**config.mk**
```make
export PLATFORM = sky130hd
export DESIGN_NAME = aso_ctrl
export DESIGN_NICKNAME = d
export VERILOG_FILES = /design/src/inc/aso_pkg.sv /design/src/logic/aso_ctrl.sv
export SDC_FILE = /design/constraint.sdc
export NUM_CORES = 2
export LEC_CHECK = 0
export ABC_AREA = 1
export BUFFER_PORTS_ARGS = -buffer_cell sky130_fd_sc_hd__buf_2
export CAP_MARGIN = 5
export CORE_ASPECT_RATIO = 0.6
export CORE_UTILIZATION = 28
export CTS_CLUSTER_DIAMETER = 40
export DETAILED_ROUTE_END_ITERATION = 7
export GPL_TIMING_DRIVEN = 0
export SLEW_MARGIN = 20
export SYNTH_ARGS = -nofsm -noshare
export SYNTH_HDL_FRONTEND = slang
export SYNTH_SLANG_ARGS = --single-unit
```
**constraint.sdc**
```tcl
create_clock -name clock -period 72.9 [get_ports clock]
set_clock_uncertainty 0.1 [all_clocks]
set_input_delay 7.29 -clock clock [delete_from_list [all_inputs] [get_ports clock]]
set_output_delay 7.29 -clock clock [all_outputs]
set_load 0.1 [all_outputs]
```
**src/inc/aso_pkg.sv**
```systemverilog
// Constants and types for the sync and override command handler
package aso_pkg;
    localparam int CLOCK_MHZ = 200;
    localparam int SAMPLE_US = 500;
    localparam int SAMPLE_CYCLES = SAMPLE_US * CLOCK_MHZ;
    localparam int TICKS_PER_MS = 1000 / SAMPLE_US;
    localparam logic [4:0] OFS_CTRL = 5'h00;
    localparam logic [4:0] OFS_SYNC_CFG = 5'h04;
    localparam logic [4:0] OFS_POS_VAL = 5'h08;
    localparam logic [4:0] OFS_SPD_VAL = 5'h0C;
    localparam logic [4:0] OFS_STAT_A = 5'h10;
    localparam logic [4:0] OFS_STAT_B = 5'h14;
    localparam logic [4:0] OFS_FOLLOW_SPD = 5'h18;
    localparam int BIT_SYNC = 0;
    localparam int BIT_POR = 1;
    localparam int BIT_SOR = 2;
    localparam int BIT_STOP = 3;
    localparam int BIT_AXIS = 8;
    localparam logic [31:0] CTRL_MASK = 32'h0000010F;
    localparam logic [31:0] RST_WORD = 32'h00000000;
    localparam logic [8:0] ERR_NONE = 9'h000;
    localparam logic [8:0] ERR_MCODE = 9'h161;
    localparam logic [8:0] ERR_MASTER = 9'h163;
    localparam logic [8:0] ERR_RATIO = 9'h164;
    localparam logic [8:0] ERR_DELAY = 9'h165;
    localparam logic [8:0] ERR_POR_DWELL = 9'h16A;
    localparam logic [8:0] ERR_SOR_PHASE = 9'h179;
    localparam logic [8:0] ERR_SOR_RANGE = 9'h17A;
    localparam logic [3:0] MASTER_MAX = 4'h9;
    localparam logic [15:0] RATIO_MAX = 16'h2710;
    localparam logic [3:0] DELAY_MAX = 4'hA;
    localparam logic [31:0] SPEED_MAX = 32'h000186A0;
    localparam logic [35:0] RATIO_FULL = 36'h000002710;
    typedef enum logic [2:0] {
        PH_IDLE = 3'b000,
        PH_ACCEL = 3'b001,
        PH_CONST = 3'b010,
        PH_DECEL = 3'b011,
        PH_DWELL = 3'b100
    } aso_phase_type;
    typedef enum logic [1:0] {
        FS_IDLE = 2'b00,
        FS_ARMED = 2'b01,
        FS_RUN = 2'b10
    } aso_fstate_type;
    typedef struct packed {
        aso_phase_type phase;
        logic reverse;
        logic mcode_on;
        logic [31:0] position;
        logic [31:0] target;
    } aso_axis_in_type;
    typedef struct packed {
        logic valid;
        logic axis;
        logic [31:0] value;
    } aso_cmd_type;
endpackage : aso_pkg

```
**src/logic/aso_ctrl.sv**
```systemverilog
// Command handler for speed sync start and on-the-fly position and speed override
`timescale 1ns/1ps
module aso_ctrl #(
    parameter int TICK_CYCLES = aso_pkg::SAMPLE_CYCLES
) (
    // Clock and reset
    input wire logic clock,
    input wire logic reset,
    // Wishbone slave
    input wire logic wb_cyc_i,
    input wire logic wb_stb_i,
    input wire logic wb_we_i,
    input wire logic [4:2] wb_adr_i,
    input wire logic [3:0] wb_sel_i,
    input wire logic [31:0] wb_dat_i,
    output logic [31:0] wb_dat_o,
    output logic wb_ack_o,
    // Axis state from the motion core, X at index 0, Y at index 1
    input wire aso_pkg::aso_axis_in_type [1:0] axis_in,
    // Master speed magnitudes and directions, X, Y, counters 0 to 7
    input wire logic [9:0][19:0] master_speed,
    input wire logic [9:0] master_reverse,
    // Commands to the motion core
    output aso_pkg::aso_cmd_type target_override,
    output aso_pkg::aso_cmd_type speed_override,
    output logic [1:0] decel_stop,
    // Follower drive
    output logic [1:0] follower_busy,
    output logic follower_run,
    output logic follower_axis,
    output logic follower_reverse,
    output logic [19:0] follower_speed,
    // Request completion
    output logic [2:0] request_done,
    output logic [8:0] sync_status,
    output logic [8:0] por_status,
    output logic [8:0] sor_status
);
    import aso_pkg::*;

    logic [31:0] ctrl_ff;
    logic [31:0] sync_cfg_ff;
    logic [31:0] pos_val_ff;
    logic [31:0] spd_val_ff;
    logic [3:0] ctrl_prev_ff;
    logic ack_ff;
    logic [31:0] rdata_ff;
    logic [31:0] nxt_rdata;
    logic wr_en;
    logic [31:0] lane_mask;
    logic [3:0] req_edge;
    logic req_axis;
    logic [3:0] cfg_master;
    logic [3:0] cfg_delay;
    logic [15:0] cfg_ratio;
    aso_fstate_type fstate_ff;
    logic faxis_ff;
    logic [3:0] fmaster_ff;
    logic [15:0] fratio_ff;
    logic [3:0] fdelay_ff;
    logic [19:0] fspeed_ff;
    logic freverse_ff;
    logic [19:0] ftarget_ff;
    logic [4:0] ticks_left_ff;
    logic [16:0] tick_cnt_ff;
    logic tick;
    logic [8:0] nxt_sync_stat;
    logic [8:0] nxt_por_stat;
    logic [8:0] nxt_sor_stat;
    logic por_passed;
    logic [35:0] scaled;
    logic [19:0] nxt_ftarget;
    logic [4:0] ramp_ticks;
    logic signed [20:0] ramp_diff;
    logic signed [20:0] ramp_step;
    logic [8:0] sync_stat_ff;
    logic [8:0] por_stat_ff;
    logic [8:0] sor_stat_ff;
    logic [2:0] done_ff;
    aso_cmd_type tovr_ff;
    aso_cmd_type sovr_ff;
    logic [1:0] dstop_ff;
    aso_axis_in_type sel_axis;
    logic [1:0] busy_ff;
    logic run_ff;
    logic [4:0] ramp_full;

    // Bus decode and byte lane write mask
    assign wr_en = wb_cyc_i && wb_stb_i && wb_we_i && !ack_ff;

    genvar lane;
    generate
        for (lane = 0; lane < 4; lane++) begin : g_lane
            assign lane_mask[lane*8 +: 8] = {8{wb_sel_i[lane]}};
        end
    endgenerate

    // One wait state; ack drops in the cycle after it is given
    always_ff @(posedge clock) begin
        if (reset) begin
            ack_ff <= 1'b0;
        end else begin
            ack_ff <= wb_cyc_i && wb_stb_i && !ack_ff;
        end
    end

    // Writes land on the edge that raises ack; the control word keeps its defined bits only
    always_ff @(posedge clock) begin
        if (reset) begin
            ctrl_ff <= RST_WORD;
            sync_cfg_ff <= RST_WORD;
            pos_val_ff <= RST_WORD;
            spd_val_ff <= RST_WORD;
        end else if (wr_en) begin
            if ({wb_adr_i, 2'b00} == OFS_CTRL) begin
                ctrl_ff <= ((ctrl_ff & ~lane_mask) | (wb_dat_i & lane_mask)) & CTRL_MASK;
            end else if ({wb_adr_i, 2'b00} == OFS_SYNC_CFG) begin
                sync_cfg_ff <= (sync_cfg_ff & ~lane_mask) | (wb_dat_i & lane_mask);
            end else if ({wb_adr_i, 2'b00} == OFS_POS_VAL) begin
                pos_val_ff <= (pos_val_ff & ~lane_mask) | (wb_dat_i & lane_mask);
            end else if ({wb_adr_i, 2'b00} == OFS_SPD_VAL) begin
                spd_val_ff <= (spd_val_ff & ~lane_mask) | (wb_dat_i & lane_mask);
            end
        end
    end

    always_comb begin
        nxt_rdata = RST_WORD;
        if ({wb_adr_i, 2'b00} == OFS_CTRL) begin
            nxt_rdata = ctrl_ff;
        end else if ({wb_adr_i, 2'b00} == OFS_SYNC_CFG) begin
            nxt_rdata = sync_cfg_ff;
        end else if ({wb_adr_i, 2'b00} == OFS_POS_VAL) begin
            nxt_rdata = pos_val_ff;
        end else if ({wb_adr_i, 2'b00} == OFS_SPD_VAL) begin
            nxt_rdata = spd_val_ff;
        end else if ({wb_adr_i, 2'b00} == OFS_STAT_A) begin
            nxt_rdata = {7'h00, por_stat_ff, 7'h00, sync_stat_ff};
        end else if ({wb_adr_i, 2'b00} == OFS_STAT_B) begin
            nxt_rdata = {13'h0000, faxis_ff, fstate_ff, 7'h00, sor_stat_ff};
        end else if ({wb_adr_i, 2'b00} == OFS_FOLLOW_SPD) begin
            nxt_rdata = {11'h000, freverse_ff, fspeed_ff};
        end
    end

    // Read data is registered so that it stands in the ack cycle
    always_ff @(posedge clock) begin
        if (reset) begin
            rdata_ff <= RST_WORD;
        end else begin
            rdata_ff <= nxt_rdata;
        end
    end

    // Request bits are levels; an action fires on their rising edge
    always_ff @(posedge clock) begin
        if (reset) begin
            ctrl_prev_ff <= 4'h0;
        end else begin
            ctrl_prev_ff <= ctrl_ff[3:0];
        end
    end

    assign req_edge = ctrl_ff[3:0] & ~ctrl_prev_ff;
    assign req_axis = ctrl_ff[BIT_AXIS];
    assign cfg_master = sync_cfg_ff[3:0];
    assign cfg_delay = sync_cfg_ff[11:8];
    assign cfg_ratio = sync_cfg_ff[31:16];
    // Checks and commands look at the axis that the request addresses
    assign sel_axis = axis_in[req_axis];

    // Sync request checks; origin reference is never consulted
    always_comb begin
        nxt_sync_stat = ERR_NONE;
        if (cfg_master > MASTER_MAX) begin
            nxt_sync_stat = ERR_MASTER;
        end else if (cfg_ratio == 16'h0000 || cfg_ratio > RATIO_MAX) begin
            nxt_sync_stat = ERR_RATIO;
        end else if (cfg_delay == 4'h0 || cfg_delay > DELAY_MAX) begin
            nxt_sync_stat = ERR_DELAY;
        end else if (sel_axis.mcode_on) begin
            nxt_sync_stat = ERR_MCODE;
        end
    end

    // A target behind the present position in the travel direction is already passed
    assign por_passed = sel_axis.reverse ?
        ($signed(sel_axis.position) < $signed(pos_val_ff)) :
        ($signed(sel_axis.position) > $signed(pos_val_ff));

    // Position override is refused only while dwelling
    always_comb begin
        nxt_por_stat = ERR_NONE;
        if (sel_axis.phase == PH_DWELL) begin
            nxt_por_stat = ERR_POR_DWELL;
        end
    end

    // Phase refusal takes priority over the speed range check
    always_comb begin
        nxt_sor_stat = ERR_NONE;
        if (sel_axis.phase == PH_DECEL || sel_axis.phase == PH_DWELL) begin
            nxt_sor_stat = ERR_SOR_PHASE;
        end else if (spd_val_ff == RST_WORD || spd_val_ff > SPEED_MAX) begin
            nxt_sor_stat = ERR_SOR_RANGE;
        end
    end

    // Status and done pulses
    // A refused request still pulses done; its status holds the code
    always_ff @(posedge clock) begin
        if (reset) begin
            sync_stat_ff <= ERR_NONE;
            por_stat_ff <= ERR_NONE;
            sor_stat_ff <= ERR_NONE;
            done_ff <= 3'b000;
        end else begin
            done_ff <= req_edge[2:0];
            if (req_edge[BIT_SYNC]) begin
                sync_stat_ff <= nxt_sync_stat;
            end
            if (req_edge[BIT_POR]) begin
                por_stat_ff <= nxt_por_stat;
            end
            if (req_edge[BIT_SOR]) begin
                sor_stat_ff <= nxt_sor_stat;
            end
        end
    end

    // Override commands act on the running step only; no step table is written
    always_ff @(posedge clock) begin
        if (reset) begin
            tovr_ff <= '0;
            sovr_ff <= '0;
            dstop_ff <= 2'b00;
        end else begin
            tovr_ff.valid <= 1'b0;
            sovr_ff.valid <= 1'b0;
            dstop_ff <= 2'b00;
            if (req_edge[BIT_POR] && nxt_por_stat == ERR_NONE && sel_axis.phase != PH_IDLE) begin
                if (por_passed) begin
                    dstop_ff[req_axis] <= 1'b1;
                end else begin
                    tovr_ff.valid <= 1'b1;
                    tovr_ff.axis <= req_axis;
                    tovr_ff.value <= pos_val_ff;
                end
            end
            if (req_edge[BIT_SOR] && nxt_sor_stat == ERR_NONE && sel_axis.phase != PH_IDLE) begin
                sovr_ff.valid <= 1'b1;
                sovr_ff.axis <= req_axis;
                sovr_ff.value <= spd_val_ff;
            end
            // Stop on the follower axis ends sync in the state machine; others get a stop pulse
            if (req_edge[BIT_STOP] && !(fstate_ff != FS_IDLE && faxis_ff == req_axis)) begin
                dstop_ff[req_axis] <= 1'b1;
            end
        end
    end

    // Sampling tick divider
    always_ff @(posedge clock) begin
        if (reset) begin
            tick_cnt_ff <= 17'h00000;
        end else if (tick) begin
            tick_cnt_ff <= 17'h00000;
        end else begin
            tick_cnt_ff <= tick_cnt_ff + 17'h00001;
        end
    end

    assign tick = (tick_cnt_ff == 17'(TICK_CYCLES - 1));

    // Ratio-scaled master speed, 10000 is full speed
    assign scaled = (36'(master_speed[fmaster_ff]) * 36'(fratio_ff)) / RATIO_FULL;
    assign nxt_ftarget = scaled[19:0];
    // A new target restarts the ramp, spread over the delay counted in ticks
    assign ramp_full = 5'(fdelay_ff) * 5'(TICKS_PER_MS);
    assign ramp_ticks = (nxt_ftarget != ftarget_ff) ? ramp_full : ticks_left_ff;
    assign ramp_diff = $signed({1'b0, nxt_ftarget}) - $signed({1'b0, fspeed_ff});
    assign ramp_step = ramp_diff / $signed({16'h0000, ramp_ticks});

    // Follower state machine
    always_ff @(posedge clock) begin
        if (reset) begin
            fstate_ff <= FS_IDLE;
            faxis_ff <= 1'b0;
            fmaster_ff <= 4'h0;
            fratio_ff <= 16'h0000;
            fdelay_ff <= 4'h0;
        end else begin
            case (fstate_ff)
                FS_IDLE: begin
                    if (req_edge[BIT_SYNC] && nxt_sync_stat == ERR_NONE) begin
                        fstate_ff <= FS_ARMED;
                        faxis_ff <= req_axis;
                        fmaster_ff <= cfg_master;
                        fratio_ff <= cfg_ratio;
                        fdelay_ff <= cfg_delay;
                    end
                end
                FS_ARMED: begin
                    // Any motion of the chosen master releases the armed follower
                    if (req_edge[BIT_STOP] && req_axis == faxis_ff) begin
                        fstate_ff <= FS_IDLE;
                    end else if (master_speed[fmaster_ff] != 20'h00000) begin
                        fstate_ff <= FS_RUN;
                    end
                end
                FS_RUN: begin
                    if (req_edge[BIT_STOP] && req_axis == faxis_ff) begin
                        fstate_ff <= FS_IDLE;
                    end
                end
                default: begin
                    fstate_ff <= FS_IDLE;
                end
            endcase
        end
    end

    // Speed ramp toward the scaled master speed, spread over the delay
    always_ff @(posedge clock) begin
        if (reset) begin
            fspeed_ff <= 20'h00000;
            ftarget_ff <= 20'h00000;
            ticks_left_ff <= 5'h01;
            freverse_ff <= 1'b0;
        end else if (fstate_ff != FS_RUN) begin
            // Outside run the speed rests at zero, so each start ramps from rest
            fspeed_ff <= 20'h00000;
            ftarget_ff <= 20'h00000;
            ticks_left_ff <= 5'h01;
        end else if (tick) begin
            ftarget_ff <= nxt_ftarget;
            fspeed_ff <= 20'($signed({1'b0, fspeed_ff}) + ramp_step);
            ticks_left_ff <= (ramp_ticks > 5'h01) ? ramp_ticks - 5'h01 : 5'h01;
            freverse_ff <= master_reverse[fmaster_ff];
        end
    end

    // Busy and run leave through their own flops, one cycle behind the state
    always_ff @(posedge clock) begin
        if (reset) begin
            busy_ff <= 2'b00;
            run_ff <= 1'b0;
        end else begin
            busy_ff <= 2'b00;
            if (fstate_ff != FS_IDLE) begin
                busy_ff[faxis_ff] <= 1'b1;
            end
            run_ff <= (fstate_ff == FS_RUN);
        end
    end

    assign wb_ack_o = ack_ff;
    assign wb_dat_o = rdata_ff;
    assign target_override = tovr_ff;
    assign speed_override = sovr_ff;
    assign decel_stop = dstop_ff;
    // In-operation flag of the follower holds while armed or running
    assign follower_busy = busy_ff;
    assign follower_run = run_ff;
    assign follower_axis = faxis_ff;
    assign follower_reverse = freverse_ff;
    assign follower_speed = fspeed_ff;
    assign request_done = done_ff;
    assign sync_status = sync_stat_ff;
    assign por_status = por_stat_ff;
    assign sor_status = sor_stat_ff;
endmodule : aso_ctrl

```
==> results.cfg <==
[detailed_routing]
met1_length_microns = 88040
first_pass_iters = 6
top_layer_used = met5
wl_microns = 182700
route.met2.wl_microns = 72620
drt_iter0_drc = 4487
antenna_left = 0
route.vias.total = 49280
route.detailed.drc = 0
met3WireLength_microns = 18540
avgRoutedWirePerCell_microns = 18.20
viasPerCell = 4.910

[logic_synthesis]
synth_top_family_by_area = simple AND/OR/NAND/NOR gates
synth_top_cell_area_share_pct = 13.30
synthSimpleGateAreaFrac_pct = 37.27
synthFlopType = dfxtp_1
synth_xor_area_share_pct = 4.550
ys_ff_latch = 312
yosys-top-cells-area = dfxtp_1, nand2_1, fa_1
synth_top_cell_by_area = dfxtp_1
synthCells = 7024
synth-compound-area-share_pct = 13.76
synth_area_sq_mm = 0.04697
muxShareOfSynthArea_pct = 0.1066
syn_area_per_cell_sq_um = 6.687
yosysWarnings = 0
ys_seq_area_share_pct = 13.30
synth_fa_ha_area_share_pct = 18.23
async_flop_share_pct = 0
synth-edff-count = 0
synth.distinct_cells = 92

[clocking]
clockBufferDepth = 3
cts.root.buffer_cell = clkbuf_16
cts_hold_buf = 0
clock-sinks = 312
h-tree-depth = 2
cts.reportedPaths.clkPinSlew_ns = 0.06
worstSkewPairLatency_ns = 0.65
cts_tree = yes
numCtsBuffers = 55

[die]
row_count = 116
die_y_microns = 319.3
chipWidth_microns = 530.8
fp.dieArea_sq_mm = 0.1695
core_sq_mm = 0.1666
initial_core_util_pct = 28.19
num_io_pins = 550

[sta]
final-max-slew-violation-count = 0
fmax_ghz = 0.01440
hold_viol = 0
setup_violations = 0
tightest_slew_ns = 1.138
fin_crit_ns = 69.44
fin_crit_sh_pct = 95.25
tns_ns = 0
slew_headroom_pct = 23.67
timing.hold.ws_ns = 0.3447

[critical_path]
startpoint_type = input pin
critPathCaptureType = register
cp_max_fo = 11
cp_common_cell = nand2_1
arrival_ns = 69.88
slowest_delay_ns = 0.64
cp.required_ns = 73.34
crit_slowest_cell = o211ai_1
crit_type = in -> reg
rrSetupSlack_ns = 8.15

[status]
outcome = completed

[flow_run]
drv_cap = 0

[cells_and_area]
area_growth_pct = 21.11
fillers = 17960
final_nets = 8662
final_cell_mix = nand2_1, inv_1, nor2_1
final_common_cell = nand2_1
drive_gt1_share_pct = 25.07

[hold_path]
hp-class = reg -> reg

[grt]
grt_max_degree = 24
antenna_found_initial = 18
grt_use_total_pct = 20.74
grt_pass1_wl_microns = 275000
first_global_vias = 46080
grt_overflow_total = 0

[placement]
dpl.hpwl_microns = 152700
io_buffers = 476
gp_congestion = 0.9799
-- kinds of logic (layout without fill, tap and decap cells) --
family	count (synthesis)	count (layout)
AO/OA/AOI/OAI	1124	1124
XOR/XNOR	238	238
adder cells (fa/ha/maj)	533	533
buffers and inverters	1424	2175
flip-flops	312	312
multiplexers	5	5
other	1	21
AND/OR/NAND/NOR	3387	3387
-- layout make-up --
class	count	area, sq um	share of cell area (%)
diodes	12	30.03	0.05279
plain buffers	217	1395	2.452
clock buffers	65	1454	2.556
clock inverters	38	451.7	0.7940
inverters	1204	4761	8.369
multi-input cells	5296	35990	63.26
flip-flops and latches	312	6246	10.98
well taps	2242	2805	4.931
repair buffers	651	3757	6.605
-- what timing repair did --
item,4_1_cts,5_1_grt
cloned,0,1
endpoints found under the hold margin,0,0
setup endpoints to repair,20,20
pin swaps,26,123
resized for setup,112,266
setup buffers,39,133
-- through the flow --
stage / instance area [sq um] / setup WS [ns] / cells / utilization, %
6_report: 56890 / 3.461 / 10040 / 34.14
5_1_grt: 56860 / -0.7215 / 10030 / 34.13
4_1_cts: 54800 / 0.04816 / 9892 / 32.89
3_5_place_dp: 52220 / -6.651 / 9752 / 31.34
3_3_place_gp: 52190 / -5.370 / 9750 / 31.32
2_1_floorplan: 47000 / 5.722 / 7032 / -
-- cells in the mapped netlist (30+ instances only) --
library cell and count:
fa_1 252, o21ai_2 30, nand2_2 300, o21bai_1 31, nand2_1 1461, clkbuf_1 157
o21ai_1 38, ha_1 281, inv_2 68, nand3_2 92, o21ai_0 435, nor2_1 556
o22ai_1 33, nand2_4 164, dfxtp_1 312, xor2_1 176, o211ai_1 33, xnor2_1 55
inv_1 1076, nand4_1 96, o221ai_1 36, nand3_1 413, a21oi_1 379, nor3_1 58
nor2_4 48, nor2_2 75
-- final timing paths --
kind / startpoint / end / cells past startpoint
setup / recovery: master_speed[33] / follower_speed[18] / 458
hold / removal: speed_override[14] / speed_override[14] / 2
hold reg to reg: speed_override[14] / speed_override[14] / 2
setup reg to reg: fmaster_ff[0] / follower_speed[18] / 462
-- worst max-delay path: cells and delay by family --
kind | cells | cell delay (ns)
and+or+nand+nor | 216 | 23.37
adders and majority gates | 32 | 10.68
buffers and inverters | 94 | 10.36
xor gates and xnor gates | 3 | 0.62
AOI/OAI and AO/OA | 113 | 17.30
-- layer usage --
| layer | track usage, % | up-vias |
|---|---|---|
| met1 | 30.95 | 23270 |
| met3 | 5.215 | 199 |
| met5 | 0 | - |
| met4 | 3.928 | 12 |
| li1 | - | 23900 |
| met2 | 29.60 | 1901 |
Power is not shown: default switching activity piles up to over one toggle a cycle in this logic, so the estimate is an artifact.
